--- src/logic/spr_map.vh ---
`ifndef SPR_MAP_VH
`define SPR_MAP_VH
// ----------------------------------------------------------------------------
// Register pointers.
// ----------------------------------------------------------------------------
`define SPR_PTR_CONFIG      8'h00
`define SPR_PTR_SHUNT       8'h01
`define SPR_PTR_BUS         8'h02
`define SPR_PTR_POWER       8'h03
`define SPR_PTR_CURRENT     8'h04
`define SPR_PTR_CALIB       8'h05
`define SPR_PTR_MASK        8'h06
// ----------------------------------------------------------------------------
// Field positions.
// ----------------------------------------------------------------------------
`define SPR_CFG_RST_BIT     15
`define SPR_CFG_AVG_HI      11
`define SPR_CFG_AVG_LO      9
`define SPR_CFG_VSHT_HI     5
`define SPR_CFG_VSHT_LO     3
`define SPR_CFG_MODE_HI     2
`define SPR_CFG_MODE_LO     0
`define SPR_MASK_DONE_BIT   3
// ----------------------------------------------------------------------------
// Reset values.
// ----------------------------------------------------------------------------
`define SPR_CONFIG_RESET    16'h4127
`define SPR_RESULT_RESET    16'h0000
`define SPR_CALIB_RESET     16'h0000
// ----------------------------------------------------------------------------
// Scaling and timing.
// ----------------------------------------------------------------------------
`define SPR_CALIB_SHIFT     11
`define SPR_POWER_DIV       20000
`define SPR_CLK_MHZ         50
`define SPR_CT0_US          140
`define SPR_CT1_US          204
`define SPR_CT2_US          332
`define SPR_CT3_US          588
`define SPR_CT4_US          1100
`define SPR_CT5_US          2116
`define SPR_CT6_US          4156
`define SPR_CT7_US          8244
`endif

--- src/logic/spr_result_regs.v ---
`timescale 1ns/1ns
`default_nettype none
`include "spr_map.vh"

module spr_result_regs #(
    parameter CT_SCALE = 1
) (
    input  wire        clk,
    input  wire        sys_rst,
    input  wire [7:0]  reg_ptr,
    input  wire [15:0] reg_wdata,
    input  wire        reg_wr,
    input  wire        reg_rd,
    input  wire [15:0] adc_shunt_raw,
    input  wire [15:0] adc_bus_raw,
    output reg  [15:0] reg_rdata,
    output reg         conversion_done_flag,
    output reg         conv_busy
);

    // ------------------------------------------------------------------------
    // State codes.
    // ------------------------------------------------------------------------
    localparam ST_IDLE  = 2'd0;
    localparam ST_SHUNT = 2'd1;
    localparam ST_BUS   = 2'd2;
    localparam ST_MATH  = 2'd3;

    // ------------------------------------------------------------------------
    // Conversion time lookup in clock cycles.
    // ------------------------------------------------------------------------
    function [19:0] ct_cycles;
        input [2:0] sel;
        reg   [31:0] us;
        reg   [31:0] cyc;
        begin
            case (sel)
                3'd0:    us = `SPR_CT0_US;
                3'd1:    us = `SPR_CT1_US;
                3'd2:    us = `SPR_CT2_US;
                3'd3:    us = `SPR_CT3_US;
                3'd4:    us = `SPR_CT4_US;
                3'd5:    us = `SPR_CT5_US;
                3'd6:    us = `SPR_CT6_US;
                default: us = `SPR_CT7_US;
            endcase
            cyc       = us * `SPR_CLK_MHZ / CT_SCALE;
            ct_cycles = cyc[19:0];
        end
    endfunction

    function [3:0] avg_log2;
        input [2:0] sel;
        begin
            case (sel)
                3'd0:    avg_log2 = 4'd0;
                3'd1:    avg_log2 = 4'd2;
                3'd2:    avg_log2 = 4'd4;
                3'd3:    avg_log2 = 4'd6;
                3'd4:    avg_log2 = 4'd7;
                3'd5:    avg_log2 = 4'd8;
                3'd6:    avg_log2 = 4'd9;
                default: avg_log2 = 4'd10;
            endcase
        end
    endfunction

    reg  [15:0] config_reg;
    reg  [15:0] shunt_reg;
    reg  [15:0] bus_reg;
    reg  [15:0] power_reg;
    reg  [15:0] current_reg;
    reg  [15:0] calib_reg;
    reg  [1:0]  state_reg;
    reg  [19:0] timer_reg;
    reg  [10:0] sample_reg;
    reg  [26:0] sh_acc_reg;
    reg  [26:0] bus_acc_reg;
    reg         sh_pend_reg;
    reg         bus_pend_reg;

    wire [2:0]  mode        = config_reg[`SPR_CFG_MODE_HI:`SPR_CFG_MODE_LO];
    wire [2:0]  shunt_conv_time_sel = config_reg[`SPR_CFG_VSHT_HI:`SPR_CFG_VSHT_LO];
    wire [2:0]  sample_average_count = config_reg[`SPR_CFG_AVG_HI:`SPR_CFG_AVG_LO];
    wire [3:0]  avg_sh      = avg_log2(sample_average_count);
    wire [10:0] avg_n       = 11'h001 << avg_sh;
    wire        do_shunt    = mode[0];
    wire        do_bus      = mode[1];
    wire        powered     = mode[1] | mode[0];
    wire        cfg_wr      = reg_wr && (reg_ptr == `SPR_PTR_CONFIG);
    wire        soft_rst    = cfg_wr && reg_wdata[`SPR_CFG_RST_BIT];

    // ------------------------------------------------------------------------
    // Averaged readings and the math.
    // ------------------------------------------------------------------------
    wire signed [26:0] sh_avg  = $signed(sh_acc_reg) >>> avg_sh;
    wire        [26:0] bus_avg = bus_acc_reg >> avg_sh;
    wire        [15:0] sh_new   = do_shunt ? sh_avg[15:0] : shunt_reg;
    wire        [15:0] bus_new  = do_bus ? {1'b0, bus_avg[14:0]} : bus_reg;
    wire signed [31:0] cur_full = $signed(sh_new) * $signed({1'b0, calib_reg[14:0]});
    wire signed [31:0] cur_shr  = cur_full >>> `SPR_CALIB_SHIFT;
    wire signed [31:0] pwr_full = $signed(cur_shr[15:0]) * $signed({16'h0000, bus_new});
    wire        [31:0] pwr_abs  = pwr_full[31] ? -pwr_full : pwr_full;
    wire        [31:0] pwr_div  = pwr_abs / `SPR_POWER_DIV;

    // ------------------------------------------------------------------------
    // Conversion sequencer and registers.
    // ------------------------------------------------------------------------
    always @(posedge clk or posedge sys_rst) begin
        if (sys_rst) begin
            config_reg           <= `SPR_CONFIG_RESET;
            shunt_reg            <= `SPR_RESULT_RESET;
            bus_reg              <= `SPR_RESULT_RESET;
            power_reg            <= `SPR_RESULT_RESET;
            current_reg          <= `SPR_RESULT_RESET;
            calib_reg            <= `SPR_CALIB_RESET;
            state_reg            <= ST_IDLE;
            timer_reg            <= 20'h00000;
            sample_reg           <= 11'h000;
            sh_acc_reg           <= 27'h0000000;
            bus_acc_reg          <= 27'h0000000;
            sh_pend_reg          <= 1'b0;
            bus_pend_reg         <= 1'b0;
            conversion_done_flag <= 1'b0;
            conv_busy            <= 1'b0;
        end else if (soft_rst) begin
            config_reg           <= `SPR_CONFIG_RESET;
            shunt_reg            <= `SPR_RESULT_RESET;
            bus_reg              <= `SPR_RESULT_RESET;
            power_reg            <= `SPR_RESULT_RESET;
            current_reg          <= `SPR_RESULT_RESET;
            calib_reg            <= `SPR_CALIB_RESET;
            state_reg            <= ST_IDLE;
            sh_pend_reg          <= 1'b1;
            bus_pend_reg         <= 1'b1;
            conversion_done_flag <= 1'b0;
            conv_busy            <= 1'b0;
        end else if (cfg_wr) begin
            config_reg   <= {1'b0, reg_wdata[14:0]};
            state_reg    <= ST_IDLE;
            conv_busy    <= 1'b0;
            sh_pend_reg  <= 1'b1;
            bus_pend_reg <= 1'b1;
            if (reg_wdata[1:0] != 2'b00) begin
                conversion_done_flag <= 1'b0;
            end
        end else begin
            if (reg_wr && reg_ptr == `SPR_PTR_CALIB) begin
                calib_reg <= {1'b0, reg_wdata[14:0]};
            end
            if (reg_rd && reg_ptr == `SPR_PTR_MASK) begin
                conversion_done_flag <= 1'b0;
            end
            case (state_reg)
                ST_IDLE: begin
                    if (powered && (config_reg[2] || sh_pend_reg)) begin
                        sh_pend_reg  <= 1'b0;
                        bus_pend_reg <= 1'b0;
                        conv_busy    <= 1'b1;
                        sample_reg   <= 11'h000;
                        sh_acc_reg   <= 27'h0000000;
                        bus_acc_reg  <= 27'h0000000;
                        timer_reg    <= ct_cycles(shunt_conv_time_sel);
                        state_reg    <= do_shunt ? ST_SHUNT : ST_BUS;
                    end
                end
                ST_SHUNT: begin
                    if (timer_reg > 20'h00001) begin
                        timer_reg <= timer_reg - 20'h00001;
                    end else begin
                        sh_acc_reg <= sh_acc_reg + {{11{adc_shunt_raw[15]}}, adc_shunt_raw};
                        timer_reg  <= ct_cycles(shunt_conv_time_sel);
                        state_reg  <= do_bus ? ST_BUS : ST_MATH;
                        if (!do_bus) begin
                            sample_reg <= sample_reg + 11'h001;
                        end
                    end
                end
                ST_BUS: begin
                    if (timer_reg > 20'h00001) begin
                        timer_reg <= timer_reg - 20'h00001;
                    end else begin
                        bus_acc_reg <= bus_acc_reg + {12'h000, adc_bus_raw[14:0]};
                        timer_reg   <= ct_cycles(shunt_conv_time_sel);
                        sample_reg  <= sample_reg + 11'h001;
                        state_reg   <= ST_MATH;
                    end
                end
                default: begin
                    if (sample_reg < avg_n) begin
                        state_reg <= do_shunt ? ST_SHUNT : ST_BUS;
                    end else begin
                        if (do_shunt) begin
                            shunt_reg <= sh_avg[15:0];
                        end
                        if (do_bus) begin
                            bus_reg <= {1'b0, bus_avg[14:0]};
                        end
                        current_reg          <= cur_shr[15:0];
                        power_reg            <= pwr_div[15:0];
                        conversion_done_flag <= 1'b1;
                        conv_busy            <= 1'b0;
                        state_reg            <= ST_IDLE;
                    end
                end
            endcase
        end
    end

    // ------------------------------------------------------------------------
    // Read data, registered.
    // ------------------------------------------------------------------------
    always @(posedge clk or posedge sys_rst) begin
        if (sys_rst) begin
            reg_rdata <= 16'h0000;
        end else if (reg_ptr == `SPR_PTR_CONFIG) begin
            reg_rdata <= config_reg;
        end else if (reg_ptr == `SPR_PTR_SHUNT) begin
            reg_rdata <= shunt_reg;
        end else if (reg_ptr == `SPR_PTR_BUS) begin
            reg_rdata <= bus_reg;
        end else if (reg_ptr == `SPR_PTR_POWER) begin
            reg_rdata <= power_reg;
        end else if (reg_ptr == `SPR_PTR_CURRENT) begin
            reg_rdata <= current_reg;
        end else if (reg_ptr == `SPR_PTR_CALIB) begin
            reg_rdata <= calib_reg;
        end else if (reg_ptr == `SPR_PTR_MASK) begin
            reg_rdata <= {12'h000, conversion_done_flag, 3'b000};
        end else begin
            reg_rdata <= 16'h0000;
        end
    end

endmodule // spr_result_regs
`default_nettype wire

--- config.mk ---
export PLATFORM = sky130hd
export DESIGN_NAME = spr_result_regs
export DESIGN_NICKNAME = d
export VERILOG_FILES = /design/src/logic/spr_result_regs.v
export VERILOG_INCLUDE_DIRS = /design/src /design/src/logic
export SDC_FILE = /design/constraint.sdc
export NUM_CORES = 2
export LEC_CHECK = 0
export BUFFER_PORTS_ARGS = -buffer_cell sky130_fd_sc_hd__buf_4
export CAP_MARGIN = 20
export CELL_PAD_IN_SITES_DETAIL_PLACEMENT = 1
export CELL_PAD_IN_SITES_GLOBAL_PLACEMENT = 1
export CORE_MARGIN = 8
export CORE_UTILIZATION = 35
export CTS_CLUSTER_SIZE = 30
export DETAILED_ROUTE_END_ITERATION = 16
export PLACE_DENSITY = 0.7
export SYNTH_ARGS = -nofsm -noshare
export SYNTH_HDL_FRONTEND = slang
export SYNTH_SLANG_ARGS = --single-unit
--- constraint.sdc ---
create_clock -name clk -period 89.5 [get_ports clk]
set_input_delay 17.9 -clock clk [delete_from_list [all_inputs] [get_ports clk]]
set_output_delay 17.9 -clock clk [all_outputs]
set_load 0.005 [all_outputs]
# Word level (Yosys, flattened, before mapping)
# Cells that the tools add are included.
# totals
reg_bits	202
wordCells	178
# classes
shifts	3
n_bitwise	3
mul	5
n_eq_ne	33
n_reduce_logical	29
n_div	1
n_addsub	5
muxes	82
n_lt_le_gt_ge	2
# op_table
cell	n
16-bit 2-to-1 mux	29
32-bit 2-to-1 mux	12
27-bit case mux with 2 select lines	2
14-bit case mux with 7 select lines	1
32-bit by 5-bit multiplier with 19-bit output, second input constant	3
27-bit 2-to-1 mux	3
20-bit 2-to-1 mux	3
20-bit case mux with 3 select lines	1
11-bit 2-to-1 mux	4
11-bit case mux with 3 select lines	1
32-bit by 15-bit divider with 32-bit output, second input constant	1
16-bit by 17-bit multiplier with 32-bit output	1
32-bit negator	1
4-bit case mux with 7 select lines	1
27-bit by 15-bit adder with 27-bit output	1
27-bit adder	1
16-bit by 16-bit multiplier with 27-bit output	1
27-bit by 4-bit right shift with 15-bit output	1
27-bit by 4-bit >>> shifter with 16-bit output	1
8-bit by 3-bit equality test with 1-bit output, second input constant	3
20-bit by 1-bit > comparator with 1-bit output, second input constant	1
20-bit by 1-bit subtractor with 20-bit output, second input constant	1
3-bit equality test, second input constant	6
8-bit by 2-bit equality test with 1-bit output, second input constant	2
34 further kinds	82

# Logic depth before layout (Yosys ltp)
# logic_depth
word_depth	13
mapped_depth	121

# Least setup slack after synthesis
# Ideal clock, no wire load.
# synth_path
kind	flip-flop to flip-flop
startpoint	register config_reg[11]
endpoint	register power_reg[0]
setup_slack_ns	60.597
arrival_time_ns	28.827
path_buffers	11
required_ns	89.424
path_stages_with_launch	112
setup_time_ns	0.076
cell_sequence	dfrtp_1 -> buf_4 -> and2b_1 -> xnor2_1 -> clkbuf_1 -> clkbuf_1 -> buf_1 -> mux2i_1 -> nand2_1 -> a21oi_1 -> a31oi_1 -> mux2_2 -> clkbuf_1 -> nand2_1 -> fa_1 -> fa_1 -> fa_1 -> fa_1 -> (+76 left out) -> a2111oi_4 -> xnor2_2 -> o41ai_2 -> a21oi_2 -> buf_6 -> o22ai_1 -> and3_1 -> or4_1 -> a21o_1 -> a21oi_2 -> mux2i_2 -> a2111o_1 -> maj3_2 -> xnor2_2 -> a21boi_2 -> o21bai_1 -> a221o_1 -> o21ai_1
# synth_between
elab_chain_cells	13
# synth_lines
item	line_no	source
start, declared	spr_result_regs.v:68	reg [15:0] config_reg;
start signal, assigned	spr_result_regs.v:111	config_reg <= `SPR_CONFIG_RESET;
start signal, assigned	spr_result_regs.v:127	config_reg <= `SPR_CONFIG_RESET;
start signal, assigned	spr_result_regs.v:139	config_reg <= {1'b0, reg_wdata[14:0]};
3-bit equality test, or another cell as far along	spr_result_regs.v:55	case (sel)
4-bit case mux with 7 select lines (*)	spr_result_regs.v:55	
27-bit by 4-bit >>> shifter with 16-bit output	spr_result_regs.v:96	wire signed [26:0] sh_avg = $signed(sh_acc_reg) >>> avg_sh;
16-bit 2-to-1 mux	--	
16-bit by 16-bit multiplier with 27-bit output	spr_result_regs.v:100	wire signed [31:0] cur_full = $signed(sh_new) * $signed({1'b0, calib_reg[14:0]});
16-bit by 17-bit multiplier with 32-bit output	spr_result_regs.v:102	wire signed [31:0] pwr_full = $signed(cur_shr[15:0]) * $signed({16'h0000, bus_new});
32-bit negator	spr_result_regs.v:103	wire [31:0] pwr_abs = pwr_full[31] ? -pwr_full : pwr_full;
32-bit 2-to-1 mux	spr_result_regs.v:103	
32-bit by 15-bit divider with 32-bit output (no source line)	--	
16-bit 2-to-1 mux	spr_result_regs.v:190	if (sample_reg < avg_n) begin
16-bit 2-to-1 mux	spr_result_regs.v:154	case (state_reg)
16-bit 2-to-1 mux	spr_result_regs.v:138	end else if (cfg_wr) begin
16-bit 2-to-1 mux	spr_result_regs.v:126	end else if (soft_rst) begin
end signal, assigned	spr_result_regs.v:114	power_reg <= `SPR_RESULT_RESET;
end signal, assigned	spr_result_regs.v:130	power_reg <= `SPR_RESULT_RESET;
end signal, assigned	spr_result_regs.v:200	power_reg <= pwr_div[15:0];
end, declared	spr_result_regs.v:71	reg [15:0] power_reg;
# Every way passes the cells marked *; elsewhere a longest branch is shown, timed or not. The select of a mux whose other input is x is not followed.
# A chain may end at the register's enable or synchronous reset.

# Worst setup path in the final report
# Ends and elaborated chain as after synthesis.

==> results.json <==
{
  "nets": 5412,
  "dp.cells": 6062,
  "setup_viol": 0,
  "tritoncts": "done",
  "syn_to_final_growth_pct": 7.22,
  "hold_violations": 0,
  "arrival_ns": 35.99,
  "io_buffers": 76,
  "core_sq_mm": 0.109,
  "cp_slowest_cell": "a31oi_1",
  "grt_use_total": 0.205,
  "required_ns": 89.95,
  "async_flop_share": 1.00,
  "die_width_um": 346,
  "synth-edff-count": 0,
  "use_met3": 0.0204,
  "ant_nets": 0,
  "multi_input_area_sq_mm": 0.0302,
  "clock_sinks": 198,
  "mappedNetlistArea_sq_mm": 0.0382,
  "slew_headroom": 0.216,
  "rsz0062_at_grt": "no",
  "hold_buffers": 0,
  "yosysSeqAreaShare": 0.130,
  "fillers": 13100,
  "grt_pass1_wl_um": 201000,
  "grt_max_degree": 102,
  "cp_slowest_stage_delay_ns": 0.88,
  "dp_hpwl_um": 96400,
  "cts.reportedPaths.clkPinSlew_ns": 0.10,
  "grt-busiest-layer": "met2",
  "maxCapViolations": 0,
  "worst-path-max-fanout": 49,
  "root_buffer": "clkbuf_16",
  "met1_usage": 0.280,
  "finalNonFillerCells": 6100,
  "fin_crit_ns": 35.54,
  "layout-drive-gt1-share": 0.0773,
  "maxSlewViolCount": 0,
  "wirelength_um": 123000,
  "seqCellArea_sq_mm": 0.00496,
  "yosys_warnings": 0,
  "ys_ff_latch": 198,
  "drc_errors": 0,
  "crit_top_cell": "fa_1",
  "first_global_vias": 35600,
  "final_common_cell": "nand2_1",
  "hp-class": "reg -> reg",
  "finClkSkew_ns": 0.0245,
  "cts_max_path_buffers": 2,
  "gp_congestion": 0.840,
  "final_cell_mix": "nand2_1 (633), inv_1 (596), fa_1 (406)",
  "cts_resized": 0,
  "cp-start-kind": "register",
  "worstMarginPinSlew_ns": 1.15,
  "antenna_found_initial": 2,
  "wire_per_inst_um": 20.2,
  "fp.dieH_um": 346,
  "ys.flop_type": "dfrtp_1",
  "rows": 121,
  "critPathKind": "reg -> reg",
  "clk_latency_ns": 0.52,
  "grtUsageMet2": 0.348,
  "avgSynthCellArea_sq_um": 8.12,
  "synth_cells": 4704,
  "ctsHtreeMaxLevel": 4,
  "gr-total-overflow": 0,
  "status": "finished clean",
  "num_io_pins": 78,
  "post-route-period-util": 0.397,
  "vias_per_cell": 5.54,
  "vias": 33800,
  "setup_tns_ns": 0,
  "drt-pass1-iter-count": 5,
  "drt_iter0_drc": 1932,
  "start_util": 0.352,
  "timing.hold.ws_ns": 0.459,
  "dieArea_sq_mm": 0.120,
  "cts_setup_buffers": 0,
  "end_kind": "register",
  "synth.distinct_cells": 145,
  "fmax_mhz": 28.1,
  "numCtsBuffers": 17
}
==> metrics by stage <==
stage | setup WS [ns] | util | instance area, sq um
finish | 53.96 | 0.377 | 40900
global route | 51.10 | 0.377 | 40900
CTS | 53.43 | 0.377 | 40900
detailed placement | 53.52 | 0.371 | 40300
global placement | 53.98 | 0.371 | 40300
floorplan | 60.60 | - | 38200
==> routing by layer <==
layer,part of all wire,wire length [um]
met5,0,0
met4,0.022,2670
met3,0.040,4910
met2,0.48,59300
met1,0.46,56500
==> final timing paths <==
check	slack, ns	start	cells after the start	end
max reg2reg	53.96	config_reg[11]	107	power_reg[0]
max in group asynchronous	70.66	sys_rst	3	current_reg[5]
min reg2reg	0.46	config_reg[14]	2	config_reg[14]
min	0.46	config_reg[14]	2	config_reg[14]
min in group asynchronous	17.43	sys_rst	2	reg_rdata[15]
max	53.96	config_reg[11]	107	power_reg[0]
==> worst max-delay path, delay by kind of cell, from the launching register on <==
kind | cells | cell delay [ns]
simple gates | 19 | 4.56
xor+xnor | 8 | 3.17
fa+ha+maj | 15 | 7.48
compound gates | 46 | 15.60
flops | 1 | 0.33
buf+inv | 13 | 2.23
mux | 6 | 2.00
==> cell usage after synthesis (48+ instances only) <==
cell type / instances / area (sq um)
nand2_1: 634 / 2380
a21o_1: 50 / 375
a21oi_1: 246 / 1230
nand2b_1: 48 / 300
dfrtp_1: 192 / 4800
inv_1: 597 / 2240
fa_1: 406 / 8130
xor2_1: 61 / 534
nor2_1: 297 / 1110
clkbuf_1: 155 / 582
nand3_1: 136 / 681
nor3_1: 61 / 305
xnor2_1: 176 / 1540
nor2b_1: 68 / 425
and2_1: 145 / 907
ha_1: 275 / 3440
mux2i_1: 96 / 961
o21ai_0: 234 / 1170
==> layout make-up <==
type,count,area share
tap,1414,0.0432
multi-input combinational,3703,0.738
sequential,198,0.121
clock inverter,13,0.00330
antenna,2,0.000122
clock buffer,19,0.0108
inverter,600,0.0552
timing repair buffer,151,0.0281
==> kinds of logic after synthesis <==
logic type / synth area share
AND/OR/NAND/NOR: 0.199
AO/OA/AOI/OAI: 0.183
buffers and inverters: 0.0810
adder cells (fa/ha/maj): 0.306
XOR/XNOR: 0.0622
flip-flops: 0.130
multiplexers: 0.0386
other: 0.000197
Power is not shown: default switching activity piles up to over one toggle a cycle in this logic, so the estimate is an artifact.
